## src/ext_bus_pkg.sv

```systemverilog
package ext_bus_pkg;
    localparam int ADDR_W = 20;
    localparam int DATA_W = 16;
    localparam int AREAS  = 4;
    // external chip-select windows, inclusive bounds; anything else is on-chip memory
    localparam logic [19:0] AREA_LO [4] = '{20'h08000, 20'h28000, 20'h30000, 20'h40000};
    localparam logic [19:0] AREA_HI [4] = '{20'h27FFF, 20'h2FFFF, 20'h3FFFF, 20'hBFFFF};
    localparam logic [2:0]  WAIT_BASE   = 3'h1;
    localparam logic [2:0]  INT_WAIT    = 3'h1;
    localparam logic [2:0]  NO_WAIT     = 3'h0;
    localparam logic [15:0] DATA_RST    = 16'h0000;
    localparam logic [19:0] ADDR_RST    = 20'h00000;
    localparam logic [3:0]  CS_IDLE     = 4'hF;
    typedef enum logic [2:0] {ST_IDLE, ST_ADDR, ST_STROBE, ST_INTERNAL, ST_HOLD} bus_state_t;
endpackage : ext_bus_pkg

```

## src/external_bus_control.sv

```systemverilog
`timescale 1ns/1ps
`default_nettype none
// How it works
// - each chip-select pin is a port pin or a low chip select per control bit
// - four address windows each drive their own chip-select output
// - wait-disable low adds one wait plus the area's two-bit count field
// - access to another area updates both address and chip selects
// - external then internal access releases chip select, keeps the address
// - same area twice updates the address, chip select stays low
// - an idle cycle leaves address and chip selects untouched
// - 16-bit bus chooses byte-enable or split-write strobes; 8-bit uses byte-enable
// - split style: low write strobe per byte lane, read strobe for reads
// - byte-enable style: high enable and address bit zero pick the lanes
// - 8-bit bus moves one byte per access, high enable unused
// - ready low at the last bus-clock fall inserts one wait state
// - all bus outputs except the bus clock freeze during a ready wait
// - ready seen high at a fall lets the cycle finish
// - hold request waits for the current access, then hold lasts while low
// - grant output is low throughout the hold state
// - bus priority: hold request, then dma controller, then processor
// - dma is locked out between the two halves of a split word
// - 16-bit multiplexed bus puts address bits 1 to 8 on data 0 to 7
// - hold state floats address, data, chip selects and strobes; clock keeps running
module external_bus_control (
    input  wire logic        clk_sys_i,                // system clock
    input  wire logic        srst_i,                   // synchronous reset
    input  wire logic [3:0]  area_select_control_i,    // per pin: 1 chip select, 0 port
    input  wire logic [3:0]  port_out_i,               // port levels for pins not in chip-select use
    input  wire logic [3:0]  area_wait_disable_i,      // per area: 1 no waits
    input  wire logic [7:0]  area_wait_count_field_i,  // two bits per area
    input  wire logic        internal_wait_insert_i,   // wait on on-chip accesses
    input  wire logic        strobe_style_select_i,    // 1 split write strobes
    input  wire logic        byte_mode_i,              // 1 8-bit data bus
    input  wire logic [3:0]  mux_area_i,               // per area: multiplexed bus
    input  wire logic        cpu_req_i,                // processor request, held to ack
    input  wire logic        cpu_we_i,                 // processor write
    input  wire logic        cpu_word_i,               // processor word access
    input  wire logic [19:0] cpu_addr_i,               // processor address
    input  wire logic [15:0] cpu_wdata_i,              // processor write data
    output var  logic        cpu_ack_o,                // processor done pulse
    input  wire logic        dma_req_i,                // dma request, held to ack
    input  wire logic        dma_we_i,                 // dma write
    input  wire logic        dma_word_i,               // dma word access
    input  wire logic [19:0] dma_addr_i,               // dma address
    input  wire logic [15:0] dma_wdata_i,              // dma write data
    output var  logic        dma_ack_o,                // dma done pulse
    output var  logic [15:0] rdata_o,                  // read data of last external read
    output var  logic        bclk_o,                   // bus clock
    output var  logic [19:0] addr_o,                   // address pins
    output var  logic        addr_oe_o,                // address drive enable
    output var  logic [15:0] data_o,                   // data pins out
    output var  logic        data_oe_o,                // data drive enable
    input  wire logic [15:0] data_i,                   // data pins in
    output var  logic [3:0]  cs_n_o,                   // chip-select / port pins
    output var  logic        cs_oe_o,                  // chip-select pin drive enable
    output var  logic        rd_n_o,                   // read strobe
    output var  logic        low_byte_write_n_o,       // low-byte write, or write strobe
    output var  logic        high_byte_write_n_o,      // high-byte write, or high_byte_enable_n
    output var  logic        strobe_oe_o,              // strobe drive enable
    output var  logic        ale_o,                    // address latch strobe
    input  wire logic        rdy_n_i,                  // ready, low = not ready
    input  wire logic        hold_n_i,                 // hold request, low active
    output var  logic        bus_grant_n_o             // hold acknowledge, low active
);
    ext_bus_pkg::bus_state_t state;
    logic        fall_en;
    logic        rdy_meta, rdy_sync, hold_meta, hold_sync;
    logic [3:0]  area_cs_n;
    logic        cur_we, cur_dma, cur_split, half, pend, lo_en, hi_en, cur_mux;
    logic [19:0] base_addr;
    logic [15:0] cur_wdata;
    logic [2:0]  wcnt;
    logic        sel_valid, sel_dma, sel_we, sel_word;
    logic [19:0] sel_addr;
    logic [15:0] sel_wdata;
    logic [3:0]  sel_area;

    function automatic logic [3:0] area_of(input logic [19:0] a);
        logic [3:0] hit;
        hit = '0;
        for (int i = 0; i < ext_bus_pkg::AREAS; i++) begin
            hit[i] = (a >= ext_bus_pkg::AREA_LO[i]) && (a <= ext_bus_pkg::AREA_HI[i]);
        end
        return hit;
    endfunction : area_of

    function automatic logic [2:0] waits_of(input logic [3:0] hit, input logic [3:0] dis,
                                            input logic [7:0] cnt);
        logic [2:0] w;
        w = ext_bus_pkg::NO_WAIT;
        for (int i = 0; i < ext_bus_pkg::AREAS; i++) begin
            if (hit[i] && !dis[i]) begin
                w = ext_bus_pkg::WAIT_BASE + {1'b0, cnt[2*i +: 2]};
            end
        end
        return w;
    endfunction : waits_of

    // returns {read, low write / write, high write / high enable}, all low active
    function automatic logic [2:0] strobes_of(input logic we, input logic lo, input logic hi,
                                              input logic split, input logic bytem);
        logic [2:0] s;
        if (split && !bytem) begin
            s = {we, !(we && lo), !(we && hi)};
        end else begin
            s = {we, !we, bytem ? 1'b1 : !hi};
        end
        return s;
    endfunction : strobes_of

    // bus clock at half the system rate; state moves on its falling edges
    always_ff @(posedge clk_sys_i) begin
        if (srst_i) begin
            bclk_o <= 1'b0;
        end else begin
            bclk_o <= ~bclk_o;
        end
    end
    assign fall_en = bclk_o;

    // two flops on the ready and hold pin inputs before the bus state machine reads them; data_i is read directly
    always_ff @(posedge clk_sys_i) begin
        if (srst_i) begin
            rdy_meta  <= 1'b1;
            rdy_sync  <= 1'b1;
            hold_meta <= 1'b1;
            hold_sync <= 1'b1;
        end else begin
            rdy_meta  <= rdy_n_i;
            rdy_sync  <= rdy_meta;
            hold_meta <= hold_n_i;
            hold_sync <= hold_meta;
        end
    end

    // pending second half outranks dma, dma outranks the processor
    always_comb begin
        sel_dma   = dma_req_i && !pend;
        sel_valid = pend || dma_req_i || cpu_req_i;
        sel_we    = pend ? cur_we : (sel_dma ? dma_we_i : cpu_we_i);
        sel_word  = sel_dma ? dma_word_i : cpu_word_i;
        sel_wdata = sel_dma ? dma_wdata_i : cpu_wdata_i;
        sel_addr  = pend ? base_addr + 20'h00001 : (sel_dma ? dma_addr_i : cpu_addr_i);
        sel_area  = area_of(sel_addr);
    end

    // bus cycle: address phase, strobe phase with counted then ready waits, one ack per request
    always_ff @(posedge clk_sys_i) begin
        if (srst_i) begin
            state               <= ext_bus_pkg::ST_IDLE;
            addr_o              <= ext_bus_pkg::ADDR_RST;
            data_o              <= ext_bus_pkg::DATA_RST;
            data_oe_o           <= 1'b0;
            rdata_o             <= ext_bus_pkg::DATA_RST;
            area_cs_n           <= ext_bus_pkg::CS_IDLE;
            {rd_n_o, low_byte_write_n_o, high_byte_write_n_o} <= 3'h7;
            ale_o               <= 1'b0;
            bus_grant_n_o       <= 1'b1;
            addr_oe_o           <= 1'b1;
            strobe_oe_o         <= 1'b1;
            cpu_ack_o           <= 1'b0;
            dma_ack_o           <= 1'b0;
            cur_we              <= 1'b0;
            cur_dma             <= 1'b0;
            cur_split           <= 1'b0;
            cur_mux             <= 1'b0;
            half                <= 1'b0;
            pend                <= 1'b0;
            lo_en               <= 1'b0;
            hi_en               <= 1'b0;
            base_addr           <= ext_bus_pkg::ADDR_RST;
            cur_wdata           <= ext_bus_pkg::DATA_RST;
            wcnt                <= ext_bus_pkg::NO_WAIT;
        end else begin
            cpu_ack_o <= 1'b0;
            dma_ack_o <= 1'b0;
            if (fall_en) begin
                unique case (state)
                    ext_bus_pkg::ST_IDLE: begin
                        if (!hold_sync) begin
                            state         <= ext_bus_pkg::ST_HOLD;
                            bus_grant_n_o <= 1'b0;
                            addr_oe_o     <= 1'b0;
                            strobe_oe_o   <= 1'b0;
                            data_oe_o     <= 1'b0;
                        end else if (sel_valid) begin
                            if (!pend) begin
                                cur_dma   <= sel_dma;
                                cur_we    <= sel_we;
                                cur_wdata <= sel_wdata;
                                base_addr <= sel_addr;
                                cur_split <= sel_word && (sel_addr[0] || byte_mode_i);
                                half      <= 1'b0;
                                lo_en     <= byte_mode_i || !sel_addr[0] || (sel_word && !sel_addr[0]);
                                hi_en     <= !byte_mode_i && (sel_addr[0] || sel_word);
                            end else begin
                                // second half: next byte address, lanes follow its low bit
                                half      <= 1'b1;
                                lo_en     <= byte_mode_i || !sel_addr[0];
                                hi_en     <= !byte_mode_i && sel_addr[0];
                            end
                            if (sel_area == 4'h0) begin
                                area_cs_n <= ext_bus_pkg::CS_IDLE;
                                wcnt      <= internal_wait_insert_i ? ext_bus_pkg::INT_WAIT
                                                                    : ext_bus_pkg::NO_WAIT;
                                state     <= ext_bus_pkg::ST_INTERNAL;
                            end else begin
                                addr_o    <= sel_addr;
                                area_cs_n <= ~sel_area;
                                wcnt      <= waits_of(sel_area, area_wait_disable_i,
                                                      area_wait_count_field_i);
                                cur_mux   <= |(sel_area & mux_area_i);
                                if (|(sel_area & mux_area_i)) begin
                                    ale_o     <= 1'b1;
                                    data_oe_o <= 1'b1;
                                    data_o    <= byte_mode_i ? {8'h00, sel_addr[7:0]}
                                                             : {8'h00, sel_addr[8:1]};
                                end
                                state     <= ext_bus_pkg::ST_ADDR;
                            end
                        end
                    end
                    ext_bus_pkg::ST_ADDR: begin
                        ale_o <= 1'b0;
                        {rd_n_o, low_byte_write_n_o, high_byte_write_n_o} <=
                            strobes_of(cur_we, lo_en, hi_en, strobe_style_select_i, byte_mode_i);
                        data_oe_o <= cur_we;
                        if (cur_split) begin
                            data_o <= half ? {2{cur_wdata[15:8]}} : {2{cur_wdata[7:0]}};
                        end else begin
                            data_o <= cur_wdata;
                        end
                        state <= ext_bus_pkg::ST_STROBE;
                    end
                    ext_bus_pkg::ST_STROBE: begin
                        if (wcnt != ext_bus_pkg::NO_WAIT) begin
                            wcnt <= wcnt - 3'h1;
                        // counted waits run out first; only then can ready stretch the cycle
                        end else if (rdy_sync) begin
                            {rd_n_o, low_byte_write_n_o, high_byte_write_n_o} <= 3'h7;
                            data_oe_o <= 1'b0;
                            if (!cur_we) begin
                                if (!cur_split) begin
                                    rdata_o <= (byte_mode_i || cur_mux) ? {8'h00, data_i[7:0]} : data_i;
                                end else if (half) begin
                                    rdata_o[15:8] <= (hi_en && !cur_mux) ? data_i[15:8] : data_i[7:0];
                                end else begin
                                    rdata_o[7:0]  <= (hi_en && !cur_mux) ? data_i[15:8] : data_i[7:0];
                                end
                            end
                            pend      <= cur_split && !half;
                            cpu_ack_o <= !cur_dma && !(cur_split && !half);
                            dma_ack_o <= cur_dma && !(cur_split && !half);
                            state     <= ext_bus_pkg::ST_IDLE;
                        end
                    end
                    ext_bus_pkg::ST_INTERNAL: begin
                        if (wcnt != ext_bus_pkg::NO_WAIT) begin
                            wcnt <= wcnt - 3'h1;
                        end else begin
                            pend      <= cur_split && !half;
                            cpu_ack_o <= !cur_dma && !(cur_split && !half);
                            dma_ack_o <= cur_dma && !(cur_split && !half);
                            state     <= ext_bus_pkg::ST_IDLE;
                        end
                    end
                    // grant and drive enables return on the fall after the request is gone
                    ext_bus_pkg::ST_HOLD: begin
                        if (hold_sync) begin
                            bus_grant_n_o <= 1'b1;
                            addr_oe_o     <= 1'b1;
                            strobe_oe_o   <= 1'b1;
                            state         <= ext_bus_pkg::ST_IDLE;
                        end
                    end
                endcase
            end
        end
    end

    // pin owner per bit; idle cycles leave area_cs_n and addr_o alone
    always_ff @(posedge clk_sys_i) begin
        if (srst_i) begin
            cs_n_o  <= ext_bus_pkg::CS_IDLE;
            cs_oe_o <= 1'b1;
        end else begin
            for (int i = 0; i < ext_bus_pkg::AREAS; i++) begin
                cs_n_o[i] <= area_select_control_i[i] ? area_cs_n[i] : port_out_i[i];
            end
            // chip-select pins float on the same edge as the other bus pins
            cs_oe_o <= (state != ext_bus_pkg::ST_HOLD) && !(fall_en && state == ext_bus_pkg::ST_IDLE
                                                            && !hold_sync);
        end
    end
endmodule : external_bus_control
`default_nettype wire

```

## config.mk

```make
export PLATFORM = sky130hd
export DESIGN_NAME = external_bus_control
export DESIGN_NICKNAME = d
export VERILOG_FILES = /design/src/ext_bus_pkg.sv /design/src/external_bus_control.sv
export SDC_FILE = /design/constraint.sdc
export NUM_CORES = 1
export LEC_CHECK = 0
export BUFFER_PORTS_ARGS = -buffer_cell sky130_fd_sc_hd__buf_2
export CAP_MARGIN = 20
export CORE_MARGIN = 4
export CORE_UTILIZATION = 50
export DETAILED_ROUTE_END_ITERATION = 16
export GPL_TIMING_DRIVEN = 1
export PLACE_DENSITY = 0.82
export SYNTH_ARGS = -nofsm -noshare
export SYNTH_HDL_FRONTEND = slang
export SYNTH_SLANG_ARGS = --single-unit
```

## constraint.sdc

```tcl
create_clock -name clk_sys_i -period 2.9 [get_ports clk_sys_i]
set_input_delay 0.145 -clock clk_sys_i [delete_from_list [all_inputs] [get_ports clk_sys_i]]
set_output_delay 0.145 -clock clk_sys_i [all_outputs]
set_load 0.02 [all_outputs]
```

**Yosys cells after proc, flatten, opt, wreduce, memory -nomap -nowiden**

Index checks and enable logic that the tools add are counted.

- Register bits after elaboration: 124
- Bits of input ports: 125
- Word-level logic and storage cells: 219

- Order comparisons: 8
- Reduce and logical (&&, ||, !) cells: 71
- Bitwise logic cells: 7
- Multiplexer cells: 75
- Equality and inequality tests: 20
- Add/subtract/negate cells: 6

Operators with widths:

| operator | number |
|---|---|
| $mux 16 | 9 |
| $le 20x18->1 const B | 3 |
| $mux 3 | 14 |
| $ge 20x18->1 const B | 2 |
| $mux 20 | 2 |
| $mux 8 | 4 |
| $pmux 16 s2 | 1 |
| $mux 1 | 31 |
| $reduce_and 6->1 | 4 |
| $logic_and 1x1->1 | 23 |
| $add 20x1->20 const B | 1 |
| $ge 20x16->1 const B | 1 |
| $ge 20x19->1 const B | 1 |
| $le 20x20->1 const B | 1 |
| $ne 2x2->1 const B | 10 |
| $reduce_and 5->1 | 4 |
| $logic_not 1->1 | 17 |
| $pmux 1 s2 | 8 |
| $pmux 3 s5 | 1 |
| $add 1x2->3 const A | 4 |
| $ne 3x3->1 const B | 4 |
| $reduce_and 4->1 | 3 |
| $reduce_bool 2->1 | 5 |
| $logic_or 1x1->1 | 7 |
| other kinds (18) | 27 |

**Longest topological paths before layout**

Gate-level depths: netlist (run 1).

- Word-level depth: 15
- Gate-level depth with buffers: 11

**Least setup slack after synthesis (run 1)**

OpenSTA, ideal clock, no wires.

- Path type: flip-flop to flip-flop
- From: reg base_addr[0]
- To: reg data_o[2]
- Data arrival time: 2.560 ns
- Buffers on the path: 1
- Slack: 0.217 ns
- Data required time: 2.777 ns
- Period minus slack after synthesis: 2.683 ns
- Cell stages (with the launch flop): 11
- Path through: dfxtp_1 ha_1 nand4_1 nor4_4 xnor2_1 a22oi_1 nor3b_4 o211ai_2 o21a_1 buf_6 mux2_1

- Word-level cells in the longest chain between the ends: 8
- Elaborated cells between the ends (all ways): 26

Ends and longest elaborated chain:

| element | line | source |
|---|---|---|
| from (decl) | external_bus_control.sv:70 | `logic [19:0] base_addr;` |
| from (signal assigned) | external_bus_control.sv:171 | `base_addr <= ext_bus_pkg::ADDR_RST;` |
| from (signal assigned) | external_bus_control.sv:191 | `base_addr <= sel_addr;` |
| $add 20x1->20 (*) | external_bus_control.sv:143 | `sel_addr = pend ? base_addr + 20'h00001 : (sel_dma ? dma_addr_i : cpu_addr_i);` |
| $mux 20 (*) | external_bus_control.sv:143 |  |
| $ge 20x16->1 (tied with other cells) | external_bus_control.sv:82 | `hit[i] = (a >= ext_bus_pkg::AREA_LO[i]) && (a <= ext_bus_pkg::AREA_HI[i]);` |
| $logic_and 1x1->1 or $mux 16 (tied branches) | external_bus_control.sv:82, external_bus_control.sv:213 |  |
| $and 4x4->4 or $mux 16 (tied branches) | external_bus_control.sv:213, external_bus_control.sv:202 |  |
| $reduce_or 4->1 or $mux 16 (tied branches) | external_bus_control.sv:213, external_bus_control.sv:186 |  |
| $ne 2x2->1 (no source line) or $mux 16 (tied branches) | -- |  |
| $reduce_and 6->1 (no source line) or $pmux 16 s2 (tied branches) | -- |  |
| to (signal assigned) | external_bus_control.sv:216 | `data_o <= byte_mode_i ? {8'h00, sel_addr[7:0]}` |
| to (signal assigned) | external_bus_control.sv:229 | `data_o <= half ? {2{cur_wdata[15:8]}} : {2{cur_wdata[7:0]}};` |
| to (signal assigned) | external_bus_control.sv:231 | `data_o <= cur_wdata;` |
| to (decl) | external_bus_control.sv:51 | `output var logic [15:0] data_o,` |

Every way passes the cells marked *; elsewhere a longest branch is shown, timed or not. The select of a mux whose other input is x is not followed.
A chain may end at the register's enable or synchronous reset.

**Worst setup path after layout (run 1)**

- From: reg base_addr[0]
- To: reg data_o[4]

Same word-level chain as after synthesis.

==> summary.txt, run 1 <==
Detailed routing
  – Via Count: 6,778
  – DR WL/cell: roughly 17 um
  – First-pass DRT Iterations: 5
  – Wirelength, routed: between 15 and 20 mm
  – DRT iter0 DRCs: 532
  – Avg Vias per Cell: 5.78
  – DRC: 0
  – DRT antenna net count: 0

Clock network
  – CTS tree: done
  – Number of CTS-inserted buffers: 17
  – CTS sink cnt: 124
  – CTS HTree Levels: 4
  – Clock Tree Root: clkbuf_16
  – Deepest clock path buffer count: 2
  – Worst-path clk slew: 60 ps
  – Clk_lat worst skew: 430 ps

Synthesis
  – Syn_nets: 924
  – Share of flip-flops with an asynchronous set or reset: 0%
  – Unique masters post-synth: 66
  – Post-Syn Area per Cell: between 8 and 9 um2
  – Sequential element share of the synthesized area: 36.1%
  – Predominant post-synthesis flop cell: dfxtp_1
  – Synthesis Warnings: 0
  – Synth top cells by count: dfxtp_1, nor2_1, mux2i_1
  – Largest area contributor in the synthesized netlist: dfxtp_1
  – Synth top area cells: dfxtp_1, mux2i_1, a211oi_1
  – Flop and latch count out of synthesis: roughly 120
  – EDFF count, synth: 0
  – Area of the mapped netlist: between 0.006 and 0.007 mm2
  – Post-Syn Instances: 792
  – Post-synth top area share: 36.1%
  – Most common cell in the synthesized netlist: dfxtp_1

Global route
  – Vias in the first global route: 6,361
  – Largest net degree at the start of global routing: 76
  – GR Util All Layers: approximately a quarter
  – First-pass GRT wire length: 31.4 mm
  – Total grt overflow: 0
  – Antenna violations before repair: 0

STA
  – Maximum clock frequency: 363 MHz
  – Setup-failing EPs final: 0
  – Slew @ Worst Pin: 839 ps
  – Fin crit period: 2750 ps
  – WHS: 30.2 ps
  – Final slew viol count: 0
  – Fin crit share: 95.0%
  – Slew headroom: 44.1%
  – Final hold vios: 0
  – Final Skew: between 10 and 15 ps

Setup path
  – Crit path launch type: flop
  – Req. time, crit path: approximately 3200 ps
  – Worst reg2reg path depth: 10
  – Crit Reg-Reg Endpoint: data_o[4]$_SDFFE_PP0P_
  – CP max FO: 16
  – Crit path launch: base_addr[0]$_SDFFE_PP0P_
  – Worst Path Arrival: 3070 ps
  – Crit path kind: reg2reg
  – Reg2reg setup slack: approximately 150 ps
  – Setup crit end kind: flop
  – Reg2reg start: base_addr[0]$_SDFFE_PP0P_

Final layout
  – Ratio of cells with drive above 1 in the final layout: 30.1%
  – Antenna cells: 0
  – Final #Nets: 1,115
  – Final core utilization: 66.6%
  – Area growth from synthesis to layout: 29.1%

Floorplanning
  – Die Width: 125 um
  – Core footprint: 0.0133 mm2
  – Boundary Pins: 193
  – Initial Utilization: 51.6%
  – Row count: 42
  – Die ar.: 0.0157 mm2
  – Die H: 125 um

Hold path
  – Hold path cells: 3
  – Worst hold-check path type: in2reg
  – Hold path endpoint: cs_n_o[2]$_SDFF_PP1_
  – Hold_sp: port_out_i[2]

Power and ir drop
  – Maximum vdd drop: roughly 0.00042 V
  – Static leakage: approximately 3.9 nW
  – P per Cell Area: a little over 600 mW/mm2

Place
  – PortBufs: 192
  – Final Wtd Congestion: about 0.91
  – HPWL Detailed: approximately 14 mm

Flow run
  – Max Cap Viol: 0

Run status
  – Outcome: completed
==> sequential cells by signal (all words and copies together), names as in the netlist, 3 cells and up <==
register and flops:
data_o 16, cs_n_o 4, state 3, area_cs_n 4
rdata_o 16, addr_o 20, wcnt 3, cur_wdata 16
base_addr 20
==> routing by layer <==
| metal | global-route usage (%) | routed length, um | up-vias |
|---|---|---|---|
| li1 | - | - | 3291 |
| met1 | 32.7 | 8380 | 3131 |
| met2 | 37.7 | 9140 | 310 |
| met3 | 5.29 | 1450 | 46 |
| met4 | 9.89 | 570 | 0 |
| met5 | 0 | 0 | - |
==> critical path, stage by stage, from the launching register on <==
cell and delay, ps:
dfxtp_1 330, ha_1 180, nand4_1 190, nor4_4 360
xnor2_2 200, a2111oi_4 400, o311ai_2 150, o211ai_2 130
o21a_1 200, buf_12 170, mux2_1 330
==> worst max-delay path by stage <==
stage	slack, ps	to
after floorplan	220	data_o[2]$_SDFFE_PP0P_
after global placement	190	wcnt[0]$_SDFFE_PP0P_
after detailed placement	80	data_o[5]$_SDFFE_PP0P_
after CTS	40	data_o[4]$_SDFFE_PP0P_
after global routing	-10	data_o[4]$_SDFFE_PP0P_
final	150	data_o[4]$_SDFFE_PP0P_
==> cell usage in the layout, fill, tap and decap left out, drive strengths merged, types with 5 or more instances in the layout <==
master | synthesis | final
or2 | 5 | 5
inv | 20 | 21
nand3 | 23 | 23
clkinv | 0 | 5
and3 | 7 | 7
clkbuf | 41 | 19
nor3 | 11 | 11
nand2 | 41 | 41
a311oi | 7 | 7
dfxtp | 124 | 124
xnor2 | 9 | 9
nor2 | 111 | 111
o211ai | 8 | 8
dlygate4sd3 | 0 | 6
ha | 7 | 7
mux2i | 78 | 78
nand2b | 10 | 10
nand4 | 10 | 10
buf | 20 | 227
nor2b | 25 | 25
xor2 | 8 | 8
a211o | 7 | 7
mux2 | 9 | 9
o21ai | 27 | 27
bufinv | 0 | 6
o32ai | 8 | 8
a211oi | 66 | 66
a22oi | 11 | 11
a31oi | 7 | 7
a21oi | 40 | 40
and2 | 5 | 5
==> cells by family (layout without fill, tap and decap cells) <==
kind of cell	Yosys count	after routing	share of synthesized area, %
simple gates	265	265	20.0
compound gates	211	211	22.5
flops	124	124	36.1
mux	87	87	12.8
buf+inv	81	285	5.27
xor+xnor	17	17	2.16
fa+ha+maj	7	7	1.27
==> stage by stage <==
step	setup TNS [ps]	instances	instance area [um2]	worst slack (ps)	power, W
floorplan	0	792	6890	217	0.00258
global placement	0	1127	8040	190	0.00288
detailed placement	0	1127	8040	77.3	0.00289
CTS	0	1165	8790	44.3	0.00536
global route	-31.3	1172	8890	-11.7	0.00557
finish	0	1172	8890	146	0.00536
==> where the power goes <==
| part | internal (W) | switching, W |
|---|---|---|
| Clock | 0.00166 | 0.000803 |
| Sequential | 0.00183 | 0.000118 |
| Combinational | 0.000403 | 0.000548 |
| Total | 0.00389 | 0.00147 |
==> layout make-up <==
type	instances	area (um2)
clock buffer	19	453
clock inverter	13	236
fill	1108	4460
inverter	20	75.1
multi-input combinational	587	4090
sequential	124	2490
tap	176	220
timing repair buffer	233	1320
==> timing repair <==
| item | 4_1_cts | 5_1_grt |
|---|---|---|
| hold endpoints to repair | 6 | 0 |
| setup buffers | 0 | 7 |
| resized for setup | 0 | 12 |
| endpoints found under the setup margin | 0 | 42 |
| hold buffers | 6 | 0 |
(Power assumes the default switching activity.)
==> inputs of run 2 (changes only) <==
--- a/config.mk
+++ b/config.mk
@@ -5,13 +5,14 @@
 export SDC_FILE = /design/constraint.sdc
 export NUM_CORES = 1
 export LEC_CHECK = 0
+export ABC_AREA = 1
 export BUFFER_PORTS_ARGS = -buffer_cell sky130_fd_sc_hd__buf_2
 export CAP_MARGIN = 20
 export CORE_MARGIN = 4
 export CORE_UTILIZATION = 50
 export DETAILED_ROUTE_END_ITERATION = 16
 export GPL_TIMING_DRIVEN = 1
-export PLACE_DENSITY = 0.82
+export PLACE_DENSITY = 0.83
 export SYNTH_ARGS = -nofsm -noshare
 export SYNTH_HDL_FRONTEND = slang
 export SYNTH_SLANG_ARGS = --single-unit
==> run 2 against run 1 <==
Sequential share of layout area grew 0.47 points. Clock skew shrank 7.9 ps. First-iteration DRC count grew 5.8%. Via count grew 6.9%. Setup slack gained 100 ps. Global-route usage grew 3.5 points. Count of clock-buffer cells in the layout grew 1. Critical path depth grew 5. Non-clock buffer count grew 13. Largest cell class unchanged. Largest power group unchanged. Highest routed layer unchanged.
==> summary.txt, run 2 <==
Place
  – Placed Cells: 1,253 (+11%)
  – HPWL Detailed: 14.1 mm (-0.37%)
  – Final Wtd Congestion: 0.966 (+6.3%)
  – PortBufs: 192 (unchanged)

Setup path
  – Worst reg2reg path depth: 15 (+5)
  – Reg2reg start: pend$_SDFFE_PP0P_
  – CP max FO: 30 (+14)
  – Setup crit end kind: flop
  – Worst Path Arrival: 2940 ps (-130 ps)
  – Max incr delay on CP: 480 ps (+80 ps)
  – Slowest cell on crit path: dfxtp_1
  – Cell mode on critical path: nand2_1
  – Crit path kind: reg2reg
  – Req. time, crit path: 3190 ps (-30 ps)
  – Crit path launch type: flop
  – Crit Reg-Reg Endpoint: addr_o[3]$_SDFFE_PP0P_
  – Worst-path cell chain: inv_2 > nand2_1 > inv_2 > o21ai_1 > nand2_1 > nand2_2 > nand2_1 > nand2_1 > nand2_1 > nand2_1 > nand3_2 > nand2_4 > inv_4 > o21ai_1 > a21oi_1
  – Reg2reg setup slack: 250 ps (+100 ps)

Synthesis
  – EDFF count, synth: 0 (unchanged)
  – Synth top area cells: dfxtp_1, nand2_1, o21ai_0
  – Area of the mapped netlist: 0.00656 mm2 (-4.8%)
  – Post-Syn Instances: 923 (+17%)
  – Synthesis Warnings: 0 (unchanged)
  – Syn_nets: 1,055 (+14%)
  – Synth top cells by count: nand2_1, dfxtp_1, o21ai_0
  – Sequential element share of the synthesized area: 37.9% (+1.8 points)
  – Unique masters post-synth: 52 (-21%)
  – Flop and latch count out of synthesis: 124 (unchanged)
  – Post-Syn Area per Cell: 7.10 um2 (-18%)
  – Share of flip-flops with an asynchronous set or reset: 0% (unchanged)
  – Predominant post-synthesis flop cell: dfxtp_1
  – Largest area contributor in the synthesized netlist: dfxtp_1
  – Post-synth top area share: 37.9% (+1.8 points)
  – Most common cell in the synthesized netlist: nand2_1

Final layout
  – Most common cell after layout, fill and taps aside: buf_2
  – Area growth from synthesis to layout: 32.9%
  – Non-filler cells, final: 1,326 (+13%)
  – Antenna cells: 0 (unchanged)
  – Ratio of cells with drive above 1 in the final layout: 26.3% (-3.8 points)
  – Final #Nets: 1,273 (+14%)
  – Biggest regs: addr_o (20), base_addr (20)
  – Final core utilization: 68.5% (+1.9 points)
  – Highest-count cells in the layout ignoring fill and taps: buf_2, nand2_1, dfxtp_1, o21ai_0, nor2_1

Clock network
  – CTS HTree Levels: 4 (unchanged)
  – Clk_lat worst skew: 420 ps (about the same)
  – CTS sink cnt: 124 (unchanged)
  – Number of CTS-inserted buffers: 17 (unchanged)
  – Deepest clock path buffer count: 2 (unchanged)
  – Post-CTS sizing: 0 (unchanged)
  – CTS tree: done
  – Clock Tree Root: clkbuf_16
  – Worst-path clk slew: 60 ps (about the same)

STA
  – Final slew viol count: 0 (unchanged)
  – Setup-failing EPs final: 0 (unchanged)
  – Maximum clock frequency: 377 MHz (+3.9%)
  – Final Skew: 5.23 ps (-7.95 ps)
  – Slew headroom: 55.1% (+11 points)
  – Fin crit share: 91.4% (-3.6 points)
  – Slew @ Worst Pin: 671 ps (-168 ps)
  – Post-Route Setup TNS: 0 ps (unchanged)
  – Final hold vios: 0 (unchanged)
  – RSZ-0062 raised after global routing: no
  – Fin crit period: 2650 ps (-103 ps)

Detailed routing
  – WL met1: 8.45 mm (+0.82%)
  – DRT antenna net count: 0 (unchanged)
  – DRC: 0 (unchanged)
  – First-pass DRT Iterations: 6 (+1)
  – Met2 WL: 9.89 mm (+8.2%)
  – Via Count: 7,247 (+6.9%)
  – Met3 Wirelength: 1.77 mm (+22%)
  – Wirelength, routed: 20.9 mm (+6.7%)
  – DRT iter0 DRCs: 563 (+5.8%)
  – Top layer reached by signal wires: met4
  – DR WL/cell: 15.7 um (-5.7%)
  – Avg Vias per Cell: 5.47 (-5.5%)

Floorplanning
  – Row count: 41 (-2.4%)
  – Core footprint: 0.0127 mm2 (-4.7%)
  – Boundary Pins: 193 (unchanged)
  – Die Width: 123 um (-2.3%)
  – Die ar.: 0.0150 mm2 (-4.5%)
  – Initial Utilization: 51.5% (about the same)
  – Die H: 123 um (-2.3%)

Power and ir drop
  – Static leakage: 4.12 nW (+5.9%)
  – P per Cell Area: 646 mW/mm2 (+7.1%)
  – Maximum vdd drop: 0.000450 V (+7.4%)

Global route
  – GR Util All Layers: 27.7% (+3.5 points)
  – Total grt overflow: 0 (unchanged)
  – Antenna violations before repair: 0 (unchanged)
  – Largest net degree at the start of global routing: 63 (-17%)
  – Vias in the first global route: 6,907 (+8.6%)
  – First-pass GRT wire length: 32.8 mm (+4.4%)

Hold path
  – Hold path endpoint: rdata_o[6]$_SDFFE_PP0P_
  – Worst hold-check path type: in2reg
  – Hold_sp: data_i[6]
  – Hold path cells: 3 (unchanged)

Run status
  – Outcome: completed

Flow run
  – Max Cap Viol: 0 (unchanged)
run 2: cell types whose count changed after synthesis, moves of 12 or more:
cell / previous run / this run
o21ai_1: 1 / 16
nor2b_1: 25 / 0
mux2i_1: 78 / 1
a31oi_1: 7 / 41
nand2_1: 40 / 168
nor2_1: 111 / 99
a21oi_1: 40 / 71
a22o_1: 0 / 15
inv_1: 20 / 69
o21ai_0: 26 / 105
a211oi_1: 65 / 2
run 2: how the worst max path moves through the flow:
stage / start / end
3_3_place_gp: pend$_SDFFE_PP0P_ / cur_dma$_SDFFE_PP0P_
6_report: pend$_SDFFE_PP0P_ / addr_o[3]$_SDFFE_PP0P_
5_1_grt: pend$_SDFFE_PP0P_ / addr_o[10]$_SDFFE_PP0P_
4_1_cts: pend$_SDFFE_PP0P_ / cur_wdata[14]$_SDFFE_PP0P_
2_1_floorplan: base_addr[1]$_SDFFE_PP0P_ / data_o[6]$_SDFFE_PP0P_
3_5_place_dp: pend$_SDFFE_PP0P_ / cur_split$_SDFFE_PP0P_
run 2: what timing repair did:
action	CTS	global route
hold buffers	40	0
buffers inserted	0	0
endpoints found under the hold margin	24	0
setup endpoints to repair	0	0
run 2: cell families after synthesis:
| family | count (synthesis) | share of synthesized area [%] |
|---|---|---|
| muxes | 1 | 0.153 |
| DFF | 124 | 37.9 |
| xor gates and xnor gates | 6 | 0.802 |
| adders and majority gates | 7 | 1.34 |
| and+or+nand+nor | 365 | 25.6 |
| buffers and inverters | 129 | 8.45 |
| AOI/OAI and AO/OA | 291 | 25.8 |
run 2: per-stage QoR:
stage	setup slack (ps)	hold slack, ps	power, W	area, um2
after floorplan	794	245	0.00274	6560
after global placement	191	328	0.00305	7610
after detailed placement	120	330	0.00307	7610
after CTS	15.9	1.09	0.00561	8690
after global routing	11.4	15.8	0.00586	8710
final	249	14.8	0.00563	8710
run 2: final cells by class:
cell class                 instances  area (um2)
multi-input combinational        670        3530
clock inverter                    12         241
fill                            1063        4010
tap                              172         215
timing repair buffer             246        1490
clock buffer                      20         447
inverter                          82         310
sequential                       124        2480
run 2: critical path: cells and delay by family, from the launching register on:
kind / cells / cell delay, ps
and+or+nand+nor: 9 / 1070
buffers and inverters: 3 / 480
AOI/OAI and AO/OA: 3 / 440
DFF: 1 / 480
run 2: report_power, final:
| group | switching [W] | internal (W) | leakage [nW] |
|---|---|---|---|
| sequential | 0.000111 | 0.00185 | 1.01 |
| combinational | 0.000739 | 0.000435 | 2.77 |
| clock | 0.000777 | 0.00172 | 0.334 |
run 2: layer usage:
metal,GRT usage (%),up-vias
met5,0,-
met4,12.5,0
met3,7.37,55
met2,46.5,344
met1,33.2,3283
li1,-,3565
